===== src/io_map_pkg.sv =====
// io_map_pkg: shared constants and carrier types for the io function mapper
// assumes one 50 MHz clock domain, synchronous active-high reset
package io_map_pkg;

  localparam int unsigned NUM_IO        = 32;
  localparam int unsigned GROUP_W       = 16;
  localparam int unsigned REG_ADDR_W    = 10;
  localparam int unsigned SYNC_STAGES   = 3;

  // remote word register numbers (Modbus holding registers)
  localparam logic [REG_ADDR_W-1:0] REMOTE_INPUT_WORD_LOW   = 10'h38F;
  localparam logic [REG_ADDR_W-1:0] REMOTE_INPUT_WORD_HIGH  = 10'h390;
  localparam logic [REG_ADDR_W-1:0] REMOTE_OUTPUT_WORD_LOW  = 10'h391;
  localparam logic [REG_ADDR_W-1:0] REMOTE_OUTPUT_WORD_HIGH = 10'h392;
  localparam logic [GROUP_W-1:0]    REMOTE_WORD_RESET       = 16'h0000;

  // primary input function positions on o_primary_in
  localparam int unsigned PIN_RETRACTION      = 0;
  localparam int unsigned PIN_PARTS_CTR_RESET = 1;
  localparam int unsigned PIN_ERROR_RESET     = 2;
  localparam int unsigned PIN_FIRST_INITIATE  = 3;
  localparam int unsigned PIN_INTERLOCK       = 4;
  localparam int unsigned PIN_EDIT_LOCK       = 5;
  localparam int unsigned PIN_ESCAPE          = 6;
  localparam int unsigned PIN_BACK_STEP       = 7;
  localparam int unsigned PIN_SECOND_STAGE    = 8;
  localparam int unsigned PIN_SCHED_SEL_LO    = 9;
  localparam int unsigned PIN_SCHED_SEL_HI    = 15;
  localparam int unsigned PIN_STEPPER_RESET   = 16;
  localparam int unsigned PIN_WELD_CTR_RESET  = 17;
  localparam int unsigned PIN_RETRACT_PB1     = 18;
  localparam int unsigned PIN_RETRACT_PB2     = 19;
  localparam int unsigned PIN_TIP_DRESS       = 20;
  localparam int unsigned PIN_RETRACT_PROX    = 21;
  localparam int unsigned PIN_RETRACT_OPEN    = 22;
  localparam int unsigned NUM_PRIMARY_IN      = 23;
  localparam int unsigned NUM_PRIMARY_OUT     = 12;

  // per-input source and function choices and per-output function choices
  typedef enum logic { SRC_LOCAL = 1'b0, SRC_PLC = 1'b1 } in_source_t;
  typedef enum logic { IN_PRIMARY = 1'b0, IN_SEQUENCER = 1'b1 } in_function_t;
  typedef enum logic [1:0] {
    OUT_PRIMARY   = 2'h0,
    OUT_EVENT     = 2'h1,
    OUT_SEQUENCER = 2'h2,
    OUT_PLC       = 2'h3
  } out_function_t;

  // register write/read request from the Modbus front end
  typedef struct packed {
    logic                  wr;
    logic                  rd;
    logic [REG_ADDR_W-1:0] addr;
    logic [GROUP_W-1:0]    wdata;
  } reg_req_t;

  typedef struct packed {
    logic               valid;
    logic               err;
    logic [GROUP_W-1:0] rdata;
  } reg_rsp_t;

  // sources that feed the output selectors
  typedef struct packed {
    logic [NUM_PRIMARY_OUT-1:0] primary;
    logic [NUM_IO-1:0]          error_map;
    logic [NUM_IO-1:0]          event_st;
    logic [NUM_IO-1:0]          sequencer;
  } out_sources_t;

endpackage


===== src/input_synchronizer.sv =====
// input_synchronizer: three-stage pin filter, one lane per bit
// assumes asynchronous pin levels; a change is taken once stages two and three agree
`timescale 1ns/1ns
module input_synchronizer #(
  parameter int unsigned WIDTH = 32
) (
  // clock and reset
  input  wire logic             i_mclk,
  input  wire logic             i_rst,
  // pins and filtered levels
  input  wire logic [WIDTH-1:0] i_pin,
  output logic      [WIDTH-1:0] o_level
);
  logic [WIDTH-1:0] s1_q, s2_q, s3_q, lvl_q;
  logic [WIDTH-1:0] lvl_d;

  genvar g;
  generate
    for (g = 0; g < WIDTH; g++) begin : g_lane
      always_comb begin
        lvl_d[g] = (s2_q[g] == s3_q[g]) ? s3_q[g] : lvl_q[g];
      end
    end
  endgenerate

  always_ff @(posedge i_mclk) begin
    if (i_rst) begin
      s1_q  <= '0;
      s2_q  <= '0;
      s3_q  <= '0;
      lvl_q <= '0;
    end else begin
      s1_q  <= i_pin;
      s2_q  <= s1_q;
      s3_q  <= s2_q;
      lvl_q <= lvl_d;
    end
  end

  assign o_level = lvl_q;
endmodule


===== src/io_function_mapper.sv =====
// io_function_mapper: routes 32 programmable inputs and 32 programmable outputs
// assumes a Modbus front end delivers register requests on the same clock and
// that the menu logic supplies the per-channel selector settings
// and that the event, sequencer and error map sources share this clock
//
// Functional notes
// - There are 32 programmable inputs, each steered to its primary function or to the sequencer.
// - Each input has its own source selector choosing the local port or the PLC bit.
// - Local inputs 1-16 come from the main input port and 17-32 from the expansion port.
// - PLC inputs 1-16 come from register 911 bits 0-15 and 17-32 from register 912.
// - Inputs 1-16 primary functions are retraction through schedule select bits one to seven.
// - Inputs 17-23 have stepper reset through retract open; inputs 24-32 feed only the sequencer.
// - There are 32 programmable outputs, each choosing primary, event, sequencer or PLC.
// - The event choice follows event status and the sequencer choice follows sequencer status.
// - PLC outputs 1-16 come from register 913 bits 0-15 and 17-32 from register 914.
// - Outputs 1-12 carry end of sequence through retract return; outputs 13-16 have no primary.
// - Outputs 17-32 carry the error map as their primary function.
`timescale 1ns/1ns
module io_function_mapper
  import io_map_pkg::*;
(
  // clock and reset
  input  wire logic                               i_mclk,
  input  wire logic                               i_rst,
  // local input port groups (pins)
  input  wire logic [io_map_pkg::GROUP_W-1:0]     i_local_port_main,
  input  wire logic [io_map_pkg::GROUP_W-1:0]     i_local_port_exp,
  // per-channel selectors from the menu settings
  input  wire logic [io_map_pkg::NUM_IO-1:0]      i_in_source_sel,
  input  wire logic [io_map_pkg::NUM_IO-1:0]      i_in_function_sel,
  input  wire logic [2*io_map_pkg::NUM_IO-1:0]    i_out_function_sel,
  // output function sources
  input  wire io_map_pkg::out_sources_t           i_out_sources,
  // Modbus register requests
  input  wire io_map_pkg::reg_req_t               i_reg_req,
  output io_map_pkg::reg_rsp_t                    o_reg_rsp,
  // routed inputs
  output logic [io_map_pkg::NUM_PRIMARY_IN-1:0]   o_primary_in,
  output logic [io_map_pkg::NUM_IO-1:0]           o_sequencer_in,
  // programmable output pins
  output logic [io_map_pkg::NUM_IO-1:0]           o_programmable_output_n
);
  import io_map_pkg::*;

  // remote words
  logic [GROUP_W-1:0] in_lo_q, in_lo_d, in_hi_q, in_hi_d;
  logic [GROUP_W-1:0] out_lo_q, out_lo_d, out_hi_q, out_hi_d;
  reg_rsp_t           rsp_q, rsp_d;
  logic               hit_in_lo;
  logic               hit_in_hi;
  logic               hit_out_lo;
  logic               hit_out_hi;

  // routing state
  logic [NUM_IO-1:0]         local_in;
  logic [NUM_IO-1:0]         remote_in;
  logic [NUM_IO-1:0]         programmable_input_n;
  logic [NUM_IO-1:0]         remote_out;
  logic [NUM_IO-1:0]         primary_out;
  logic [NUM_IO-1:0]         out_d, out_q;
  logic [NUM_IO-1:0]         seq_d, seq_q;
  logic [NUM_IO-1:0]         prim_route;
  logic [NUM_PRIMARY_IN-1:0] prim_d, prim_q;

  // pins cross into this clock here; a level is taken once stages two and
  // three agree, so a pin change reaches the routed outputs five edges later
  input_synchronizer #(
    .WIDTH (NUM_IO)
  ) u_pin_sync (
    .i_mclk  (i_mclk),
    .i_rst   (i_rst),
    .i_pin   ({i_local_port_exp, i_local_port_main}),
    .o_level (local_in)
  );

  // register number decode, one flag per remote word
  // unmatched numbers leave every flag low and answer with err
  always_comb begin
    hit_in_lo  = 1'b0;
    hit_in_hi  = 1'b0;
    hit_out_lo = 1'b0;
    hit_out_hi = 1'b0;
    if (i_reg_req.addr == REMOTE_INPUT_WORD_LOW) begin
      hit_in_lo = 1'b1;
    end else if (i_reg_req.addr == REMOTE_INPUT_WORD_HIGH) begin
      hit_in_hi = 1'b1;
    end else if (i_reg_req.addr == REMOTE_OUTPUT_WORD_LOW) begin
      hit_out_lo = 1'b1;
    end else if (i_reg_req.addr == REMOTE_OUTPUT_WORD_HIGH) begin
      hit_out_hi = 1'b1;
    end
  end

  // register access: writes update a word, reads return it next cycle
  // a write with a read in one request answers the word as it stood before
  always_comb begin
    in_lo_d  = in_lo_q;
    in_hi_d  = in_hi_q;
    out_lo_d = out_lo_q;
    out_hi_d = out_hi_q;
    rsp_d    = '0;
    if (i_reg_req.wr || i_reg_req.rd) begin
      rsp_d.valid = 1'b1;
      if (hit_in_lo) begin
        rsp_d.rdata = in_lo_q;
        if (i_reg_req.wr) begin
          in_lo_d = i_reg_req.wdata;
        end
      end else if (hit_in_hi) begin
        rsp_d.rdata = in_hi_q;
        if (i_reg_req.wr) begin
          in_hi_d = i_reg_req.wdata;
        end
      end else if (hit_out_lo) begin
        rsp_d.rdata = out_lo_q;
        if (i_reg_req.wr) begin
          out_lo_d = i_reg_req.wdata;
        end
      end else if (hit_out_hi) begin
        rsp_d.rdata = out_hi_q;
        if (i_reg_req.wr) begin
          out_hi_d = i_reg_req.wdata;
        end
      end else begin
        rsp_d.err = 1'b1;
      end
    end
  end

  always_ff @(posedge i_mclk) begin
    if (i_rst) begin
      in_lo_q  <= REMOTE_WORD_RESET;
      in_hi_q  <= REMOTE_WORD_RESET;
      out_lo_q <= REMOTE_WORD_RESET;
      out_hi_q <= REMOTE_WORD_RESET;
      rsp_q    <= '0;
    end else begin
      in_lo_q  <= in_lo_d;
      in_hi_q  <= in_hi_d;
      out_lo_q <= out_lo_d;
      out_hi_q <= out_hi_d;
      rsp_q    <= rsp_d;
    end
  end

  // bit 0 of each word is the lowest channel of its group
  assign remote_in  = {in_hi_q, in_lo_q};
  assign remote_out = {out_hi_q, out_lo_q};

  // primary output per channel: 1-12 own functions, 13-16 none, 17-32 error map
  assign primary_out = {i_out_sources.error_map[NUM_IO-1:GROUP_W],
                        {(GROUP_W-NUM_PRIMARY_OUT){1'b0}},
                        i_out_sources.primary};

  genvar g;
  generate
    for (g = 0; g < NUM_IO; g++) begin : g_chan
      always_comb begin
        // source choice per input
        programmable_input_n[g] = (in_source_t'(i_in_source_sel[g]) == SRC_PLC)
                                  ? remote_in[g] : local_in[g];
        // consumer choice per input
        if (in_function_t'(i_in_function_sel[g]) == IN_SEQUENCER) begin
          seq_d[g]      = programmable_input_n[g];
          prim_route[g] = 1'b0;
        end else begin
          seq_d[g]      = 1'b0;
          prim_route[g] = programmable_input_n[g];
        end
        // four-way output choice
        case (out_function_t'(i_out_function_sel[2*g +: 2]))
          OUT_PRIMARY:   out_d[g] = primary_out[g];
          OUT_EVENT:     out_d[g] = i_out_sources.event_st[g];
          OUT_SEQUENCER: out_d[g] = i_out_sources.sequencer[g];
          OUT_PLC:       out_d[g] = remote_out[g];
          default:       out_d[g] = 1'b0;
        endcase
      end
    end
  endgenerate

  // inputs 24-32 have no primary consumer, so only 1-23 reach o_primary_in
  always_comb begin
    prim_d                      = '0;
    prim_d[PIN_RETRACTION]      = prim_route[PIN_RETRACTION];
    prim_d[PIN_PARTS_CTR_RESET] = prim_route[PIN_PARTS_CTR_RESET];
    prim_d[PIN_ERROR_RESET]     = prim_route[PIN_ERROR_RESET];
    prim_d[PIN_FIRST_INITIATE]  = prim_route[PIN_FIRST_INITIATE];
    prim_d[PIN_INTERLOCK]       = prim_route[PIN_INTERLOCK];
    prim_d[PIN_EDIT_LOCK]       = prim_route[PIN_EDIT_LOCK];
    prim_d[PIN_ESCAPE]          = prim_route[PIN_ESCAPE];
    prim_d[PIN_BACK_STEP]       = prim_route[PIN_BACK_STEP];
    prim_d[PIN_SECOND_STAGE]    = prim_route[PIN_SECOND_STAGE];
    // schedule select bits one to seven
    prim_d[PIN_SCHED_SEL_HI:PIN_SCHED_SEL_LO] =
      prim_route[PIN_SCHED_SEL_HI:PIN_SCHED_SEL_LO];
    prim_d[PIN_STEPPER_RESET]   = prim_route[PIN_STEPPER_RESET];
    prim_d[PIN_WELD_CTR_RESET]  = prim_route[PIN_WELD_CTR_RESET];
    prim_d[PIN_RETRACT_PB1]     = prim_route[PIN_RETRACT_PB1];
    prim_d[PIN_RETRACT_PB2]     = prim_route[PIN_RETRACT_PB2];
    prim_d[PIN_TIP_DRESS]       = prim_route[PIN_TIP_DRESS];
    prim_d[PIN_RETRACT_PROX]    = prim_route[PIN_RETRACT_PROX];
    prim_d[PIN_RETRACT_OPEN]    = prim_route[PIN_RETRACT_OPEN];
  end

  // routed results are registered so the pins never show selector glitches
  always_ff @(posedge i_mclk) begin
    if (i_rst) begin
      prim_q <= '0;
      seq_q  <= '0;
      out_q  <= '0;
    end else begin
      prim_q <= prim_d;
      seq_q  <= seq_d;
      out_q  <= out_d;
    end
  end

  assign o_primary_in            = prim_q;
  assign o_sequencer_in          = seq_q;
  assign o_programmable_output_n = out_q;
  assign o_reg_rsp               = rsp_q;
endmodule


===== config.mk =====
export PLATFORM = sky130hd
export DESIGN_NAME = io_function_mapper
export DESIGN_NICKNAME = d
export VERILOG_FILES = /design/src/io_map_pkg.sv /design/src/input_synchronizer.sv /design/src/io_function_mapper.sv
export SDC_FILE = /design/constraint.sdc
export NUM_CORES = 1
export LEC_CHECK = 0
export BUFFER_PORTS_ARGS = -buffer_cell sky130_fd_sc_hd__buf_2
export CORE_UTILIZATION = 44
export DETAILED_ROUTE_END_ITERATION = 10
export GPL_TIMING_DRIVEN = 0
export PLACE_DENSITY = 0.76
export SYNTH_ARGS = -nofsm -noshare
export SYNTH_HDL_FRONTEND = slang
export SYNTH_HIERARCHICAL = 1
export SYNTH_SLANG_ARGS = --single-unit

===== constraint.sdc =====
create_clock -name i_mclk -period 1.5 [get_ports i_mclk]
set_clock_uncertainty 0.1 [all_clocks]
set_input_delay 0.15 -clock i_mclk [delete_from_list [all_inputs] [get_ports i_mclk]]
set_output_delay 0.15 -clock i_mclk [all_outputs]
set_load 0.1 [all_outputs]

== Yosys cells after proc, flatten, opt, wreduce, memory -nomap -nowiden ==
Index checks and enable logic that the tools add are counted.
Widths: inputs -> output; s select.
Storage, ports and cells
  flip-flop bits (word level): 297
  input port bits: 298
  output and inout port bits: 105
Operators by class
  equal/unequal tests: 132
  multiplexer cells: 83
  bitwise operators: 36
  reductions and logical operators: 94
Operators by type and width (count)
  $eq 2x2->1 const B: 64
  $pmux 1 s4: 32
  $reduce_or 2->1: 56
  $eq 2x1->1 const B: 32
  $logic_not 2->1: 32
  $mux 16: 4
  $mux 1: 46
  $eq 10x10->1 const B: 4
  $not 1->1: 36
  $eq 1x1->1: 32
  $mux 18: 1
  $reduce_and 6->1: 1
  $reduce_and 5->1: 1
  $reduce_or 5->1: 1
  $reduce_and 4->1: 1
  $reduce_and 3->1: 1
  $logic_or 1x1->1: 1

== Depth between registers and ports, before layout ==
Gate-level depths: netlist (run 1).
  depth in word-level cells: 10
  mapped depth: 7
  gate-level depth less buffers: 4

== Modules after synthesis ==
The synthesis (run 1) kept the hierarchy.
By module, submodules not included
  io_function_mapper: times used 1, cells an instance 653, area each 6765.2 µm², sequential area each 3383.2 µm²
  input_synchronizer: times used 1, cells an instance 334, area each 3694.8 µm², sequential area each 2562.5 µm²

== Worst setup path after synthesis (run 1) ==
OpenSTA, ideal clock, no wires.
  kind: input to register
  start point: input port i_reg_req[19] (netlist bit)
  end point: register out_lo_q[10]
  setup time: 132 ps
  arrival: 1413 ps
  slack: -145 ps
  stages: 6
  path through: or3b_4 -> or4_1 -> buf_2 -> buf_6 -> nand2_1 -> a21oi_1
On the way
  longest elaborated chain between the ends: 5
  elaborated cells between the ends (all ways): 12
Ends and longest elaborated chain
  start, declared: RTL line io_function_mapper.sv:35  | input wire io_map_pkg::reg_req_t i_reg_req,
  $eq 10x10->1, on equally long branches: RTL line io_function_mapper.sv:87, io_function_mapper.sv:85
  $mux 1, on equally long branches: RTL line io_function_mapper.sv:87, io_function_mapper.sv:85
  $mux 1, on equally long branches: RTL line io_function_mapper.sv:85, io_function_mapper.sv:83
  $mux 1 / $not 1->1 (equally long branches)
  $reduce_and 5->1 (no source line) (*)
  end signal, assigned: RTL line io_function_mapper.sv:140  | out_lo_q <= out_lo_d;
  end, declared: RTL line io_function_mapper.sv:47  | logic [GROUP_W-1:0] out_lo_q, out_lo_d, out_hi_q, out_hi_d;
Every way passes the cells marked *; elsewhere a longest branch is shown, timed or not.
A chain may end at the register's enable or synchronous reset.

== Worst setup path after layout (run 1) ==
  start point: register out_q[8], in the netlist o_programmable_output_n[8]
  end point: output port o_programmable_output_n[8] (netlist bit)
RTL lines
  start, declared: RTL line io_function_mapper.sv:60  | logic [NUM_IO-1:0] out_d, out_q;
  start signal, assigned: RTL line io_function_mapper.sv:215  | out_q <= out_d;
  end, declared: RTL line io_function_mapper.sv:41  | output logic [io_map_pkg::NUM_IO-1:0] o_programmable_output_n
No word-level cell between the ends.

==> qor.yml, run 1 <==
die_h_um: 156
ys_types: 28
arrival_ps: 1230
slew_headroom_pct: 49.0
leakage_nw: 7.28
worstPathMaxFanout: 1
track_usage_pct: 34.7
die_w_um: 156
syn-instance-count: 987
cap_violations: 0
drc: 0
cts_made_buffers: 30
hpwl_mm: 24.6
holdPathStages: 3
ctsHtreeMaxLevel: 1
antenna_found_initial: 6
status: "finished, final reports clean"
yosysWarnings: 6
cts_root_buffer: "clkbuf_16"
rows: 56
mostFrequentLayoutCells: "buf_2, dlygate4sd3_1, dfxtp_1, nand2_1, nor2b_1"
syn_area_um2: 10500
grt_pass1_wl_mm: 63.6
crit_path_end_kind: "output pin"
grt_max_degree: 15
drt_first_iter_violations: 860
place_congestion: 0.895
grt_pass1_vias: 11134
initial_core_util_pct: 44.7
final_cells: 2052
vias: 10767
die-area_um2: 24400
grt_overflow: 0
synth_fp_nets: 1285
clock_path_buffers: 3
ir_drop_mv: 0.843
ff2ff_path_depth: 2
critPathSlowestCell: "dfxtp_1"
boundaryPins: 403
min-delay-path-class: "in2reg"
setup_tns_ps: 0
avgViaCountPerCell: 5.25
area_delta_synth_final_pct: 64.3
crit_family: "flip-flops"
min_period_ps: 1480
numPortBuffers: 385
antenna_left: 0
total_power_mw: 18.2
crit_buf_inv: 1
max_stage_delay_ps: 370
synth-seq-area-share_pct: 56.8
hold_slack_ps: 43.8
crit_type: "reg2out"
max_freq_mhz: 677
critPathLaunchType: "register"
dpl_cell_area_um2: 12800
maxSlewViolCount: 0
post-route-period-util_pct: 98.5
worstSkewPairLatency_ps: 540
core-area_um2: 23400
drive_gt1_share_pct: 30.0
dp.cells: 1691
worst_pin_slew_ps: 765
power_density_nw_per_um2: 1060
avgSynthCellArea_um2: 10.6
dr.pass1.iters: 6
ys_seq_elements: 297
cp.depth: 1
drt-total-wl_mm: 42.8
clk_pin_slew_ps: 70
nets: 2005
cp.required_ps: 1250
hold_violations: 0
fin_area_um2: 17200
layout_commonest_cell: "buf_2"
wl_per_cell_um: 20.8
path_cells: "buf_4"
cts_tree: "yes"
setup_viol: 0
clock-sinks: 297
## final timing paths
kind | start | to | slack [ps]
worst max-delay path | o_programmable_output_n[8] | o_programmable_output_n[8] | 20
worst max register to register | out_lo_q[10] | o_programmable_output_n[10] | 100
worst min register to register | u_pin_sync/s1_q[25] | u_pin_sync/s2_q[25] | 330
worst min-delay path | i_reg_req[27] | in_lo_q[0] | 40
## power breakdown
| part | switching, mW | internal (mW) | total (mW) |
|---|---|---|---|
| combinational | 1.17 | 1.15 | 2.32 |
| sequential | 0.0735 | 8.06 | 8.13 |
| clock | 3.12 | 4.61 | 7.73 |
## cells by family after synthesis
| kind of cell | count (synthesis) | synth area share [%] |
|---|---|---|
| AO/OA/AOI/OAI | 134 | 7.02 |
| buffers and inverters | 52 | 2.60 |
| flip-flops | 297 | 56.8 |
| multiplexers | 96 | 12.6 |
| AND/OR/NAND/NOR | 408 | 21.0 |
## synthesized netlist by cell type (all sizes together)
| cell | count | share of area (%) |
|---|---|---|
| a221oi | 16 | 1.3 |
| clkbuf | 26 | 0.93 |
| and4 | 1 | 0.084 |
| mux4 | 28 | 6.0 |
| nand2b | 35 | 2.1 |
| a21oi | 85 | 4.1 |
| and3 | 1 | 0.060 |
| nand4 | 2 | 0.12 |
| nor3b | 33 | 2.4 |
| and2 | 1 | 0.060 |
| nor2b | 125 | 7.5 |
| nand4b | 1 | 0.084 |
| or4 | 2 | 0.14 |
| buf | 26 | 1.7 |
| nor3 | 39 | 1.9 |
| and4b | 1 | 0.096 |
| nand3 | 1 | 0.096 |
| o21ai | 33 | 1.6 |
| nor2 | 30 | 1.1 |
| dfxtp | 297 | 57 |
| mux2i | 64 | 6.1 |
| mux2 | 4 | 0.43 |
| nor4 | 2 | 0.41 |
| nand2 | 133 | 4.8 |
| or3b | 1 | 0.11 |
## metal layers
layer	wire, µm	part of all wire [%]	GRT usage [%]
met3	3820	8.9	12.5
met4	3060	7.2	23.8
met1	15100	35	36.0
met2	20800	49	58.8
met5	11	0.026	0
## per-stage QoR
stage	util [%]	setup slack (ps)
finish	73.5	23.0
global placement	54.7	-514
detailed placement	54.7	-485
global route	73.4	-24.8
CTS	72.8	23.6
floorplan	-	-145
## flip-flops by register name, indices dropped and copies added, names as in the netlist
name,flops
o_programmable_output_n,32
out_hi_q,16
u_pin_sync/s2_q,32
u_pin_sync/s1_q,32
o_primary_in,23
out_lo_q,16
u_pin_sync/s3_q,32
o_sequencer_in,32
o_reg_rsp,18
in_lo_q,16
in_hi_q,16
u_pin_sync/o_level,32
## timing repair
item / 4_1_cts / 5_1_grt
setup endpoints to repair: 105 / 48
endpoints found under the hold margin: 219 / 0
setup buffers: 0 / 9
hold buffers: 295 / 0
gates resized for setup: 106 / 27
pin swaps: 0 / 4
## cell type report
type / instances / area (µm²)
Antenna cell: 5 / 12.5
Buffer: 52 / 288
Clock buffer: 40 / 880
Clock inverter: 13 / 150
Fill cell: 1546 / 6210
Multi-Input combinational cell: 638 / 4250
Sequential cell: 297 / 5950
Tap cell: 319 / 399
Timing Repair Buffer: 688 / 5260
(Power assumes the default switching activity.)
==> inputs of run 2 (changes only) <==
--- a/config.mk
+++ b/config.mk
@@ -12,5 +12,4 @@
 export PLACE_DENSITY = 0.76
 export SYNTH_ARGS = -nofsm -noshare
 export SYNTH_HDL_FRONTEND = slang
-export SYNTH_HIERARCHICAL = 1
 export SYNTH_SLANG_ARGS = --single-unit
==> constraint.sdc (replaced) <==
create_clock -name i_mclk -period 1.5 [get_ports i_mclk]
set_clock_uncertainty 0.1 [all_clocks]
set_input_delay 0.15 -clock i_mclk [delete_from_list [all_inputs] [get_ports i_mclk]]
set_output_delay 0.15 -clock i_mclk [all_outputs]
set_load 0.02 [all_outputs]
==> qor.yml, run 2 <==
boundaryPins: 403  # unchanged
grt_pass1_wl_mm: 56.8  # -11%
synth-seq-area-share_pct: 56.8  # about the same
crit_type: "reg2out"
ys_types: 30  # +7.1%
synth_fp_nets: 1243  # -3.3%
startpoint: "o_programmable_output_n[3]"
clock-sinks: 297  # unchanged
initial_core_util_pct: 44.7  # about the same
finish.utilization_pct: 70.9  # -2.6 points
hold_start: "i_reg_req[16]"
route.met2.wl_mm: 19.7  # -5.3%
post-route-period-util_pct: 95.5  # -3.0 points
hpwl_mm: 24.7  # +0.19%
die_w_um: 156  # about the same
path_cells: "buf_2"
mostFrequentLayoutCells: "buf_2, dfxtp_1, dlygate4sd3_1, nor2b_1, nand2_1"
synth_most_common_cell: "dfxtp_1"
antenna_left: 0  # unchanged
drc: 0  # unchanged
grt_pass1_vias: 10335  # -7.2%
drt_first_iter_violations: 703  # -18%
arrival_ps: 1180  # -50 ps
max_stage_delay_ps: 420  # +50 ps
cts_made_buffers: 31  # +3.3%
avgSynthCellArea_um2: 11.1  # +4.5%
track_usage_pct: 30.9  # -3.8 points
worst_pin_slew_ps: 781  # +16.0 ps
fin_area_um2: 16600  # -3.5%
hold_violations: 15  # +15
worstPathMaxFanout: 1  # unchanged
cap_violations: 0  # unchanged
cts_root_buffer: "clkbuf_16"
violations: "negative hold slack"
rsz0062_at_grt: "no"
maxUsedRoutingLayer: "met4"
power_density_nw_per_um2: 1090  # +2.8%
worstSkewPairLatency_ps: 560  # +20 ps
drt-total-wl_mm: 39.2  # -8.4%
synth-async-reset-ratio_pct: 0  # unchanged
antenna_found_initial: 2  # -4
avgViaCountPerCell: 5.11  # -2.7%
cp.required_ps: 1250  # about the same
max_freq_mhz: 698  # +3.1%
yosysWarnings: 0  # -6
crit_family: "flip-flops"
status: "complete, but fails checks"
syn_area_um2: 10500  # about the same
setup_viol: 0  # unchanged
synth.top_cell.area_share_pct: 56.8  # about the same
dr.pass1.iters: 5  # -1
core-area_um2: 23400  # unchanged
area_delta_synth_final_pct: 58.4
cts_tree: "yes"
numPortBuffers: 385  # unchanged
grt_overflow: 0  # unchanged
synth-edff-count: 0  # unchanged
ys_top_cells_by_count: "dfxtp_1, nor2b_1, nand2_1"
syn-instance-count: 945  # -4.3%
min_period_ps: 1430  # -44.4 ps
r2r-start: "out_lo_q[6]"
wl_per_cell_um: 19.9  # -4.6%
vias: 10066  # -6.5%
critPathLaunchType: "register"
maxSlewViolCount: 0  # unchanged
hold_slack_ps: -84.2  # -128 ps
drive_gt1_share_pct: 31.5  # +1.5 points
clock_path_buffers: 3  # unchanged
critPathSlowestCell: "dfxtp_1"
crit_path_end_kind: "output pin"
yosys.area.top_type: "dfxtp_1"
grt_max_degree: 16  # +1
crit_buf_inv: 1  # unchanged
min-delay-path-class: "in2reg"
ir_drop_mv: 0.817  # -3.1%
ctsHtreeMaxLevel: 1  # unchanged
met3_length_mm: 2.73  # -29%
leakage_nw: 7.24  # -0.52%
layout_commonest_cell: "buf_2"
dpl_cell_area_um2: 12800  # +0.20%
clk_pin_slew_ps: 60  # about the same
synthTopCellsByArea: "dfxtp_1, mux2i_1, nor2b_1"
rows: 56  # unchanged
nets: 1926  # -3.9%
ys_seq_elements: 297  # unchanged
met1_length_mm: 14.8  # -2.0%
place_congestion: 0.850  # -5.0%
die_h_um: 156  # about the same
die-area_um2: 24400  # about the same
slew_headroom_pct: 47.9  # -1.1 points
synth_flop_cell: "dfxtp_1"
run 2: cell count changes after synthesis, sizes merged, moves of 15 or more:
cell	before	now
mux2i	64	80
a21oi	85	69
a22oi	0	16
nand2	133	87
a221oi	16	0
mux2	4	20
nor3	39	24
run 2: power breakdown:
group / internal, mW / switching (mW) / total, mW
clock: 4.99 / 3.16 / 8.14
combinational: 1.05 / 0.729 / 1.78
sequential: 8.05 / 0.0682 / 8.12
total: 14.1 / 3.95 / 18.0
run 2: cell families after synthesis:
logic type | after synthesis | synth area share [%]
simple gates | 354 | 19.3
flops | 297 | 56.8
mux | 128 | 15.8
compound gates | 118 | 6.02
buf+inv | 48 | 2.06
run 2: layer usage:
metal	track usage (%)	vias up
li1	-	4595
met1	33.9	4818
met2	56.4	521
met3	5.79	132
met4	16.4	0
met5	0	-
run 2: timing repair:
action                                  in CTS  in global routing
buffers inserted                             2                  0
pin swaps                                    1                  0
resized for setup                           14                  7
endpoints found under the setup margin     121                 69
hold buffers                               262                  1
endpoints found under the hold margin      190                 13
run 2: final timing paths:
kind,end,slack [ps],cells after the start
max,o_programmable_output_n[3],70,1
min,in_hi_q[6],-80,4
max reg2reg,o_programmable_output_n[6],230,2
min reg2reg,u_pin_sync.s2_q[20],330,1
run 2: per-stage QoR:
stage / instances / worst slack, ps / total power, mW / setup TNS [ps] / hold slack [ps]
2_1_floorplan: 945 / -146 / 8.79 / -3540 / 127
3_3_place_gp: 1649 / -1130 / 9.41 / -173740 / 222
3_5_place_dp: 1649 / -1070 / 9.43 / -170910 / 225
4_1_cts: 1969 / 32.4 / 18.0 / 0 / -99.6
5_1_grt: 1971 / 37.5 / 18.5 / 0 / -52.7
6_report: 1971 / 67.4 / 18.0 / 0 / -84.2
run 2: cell type report:
| class | instances | area, µm² |
|---|---|---|
| Inverter | 1 | 3.75 |
| Timing Repair Buffer | 650 | 4570 |
| Tap cell | 319 | 399 |
| Antenna cell | 1 | 2.50 |
| Multi-Input combinational cell | 600 | 4310 |
| Sequential cell | 297 | 5950 |
| Clock buffer | 43 | 891 |
| Fill cell | 1644 | 6820 |
| Clock inverter | 13 | 200 |
| Buffer | 47 | 254 |
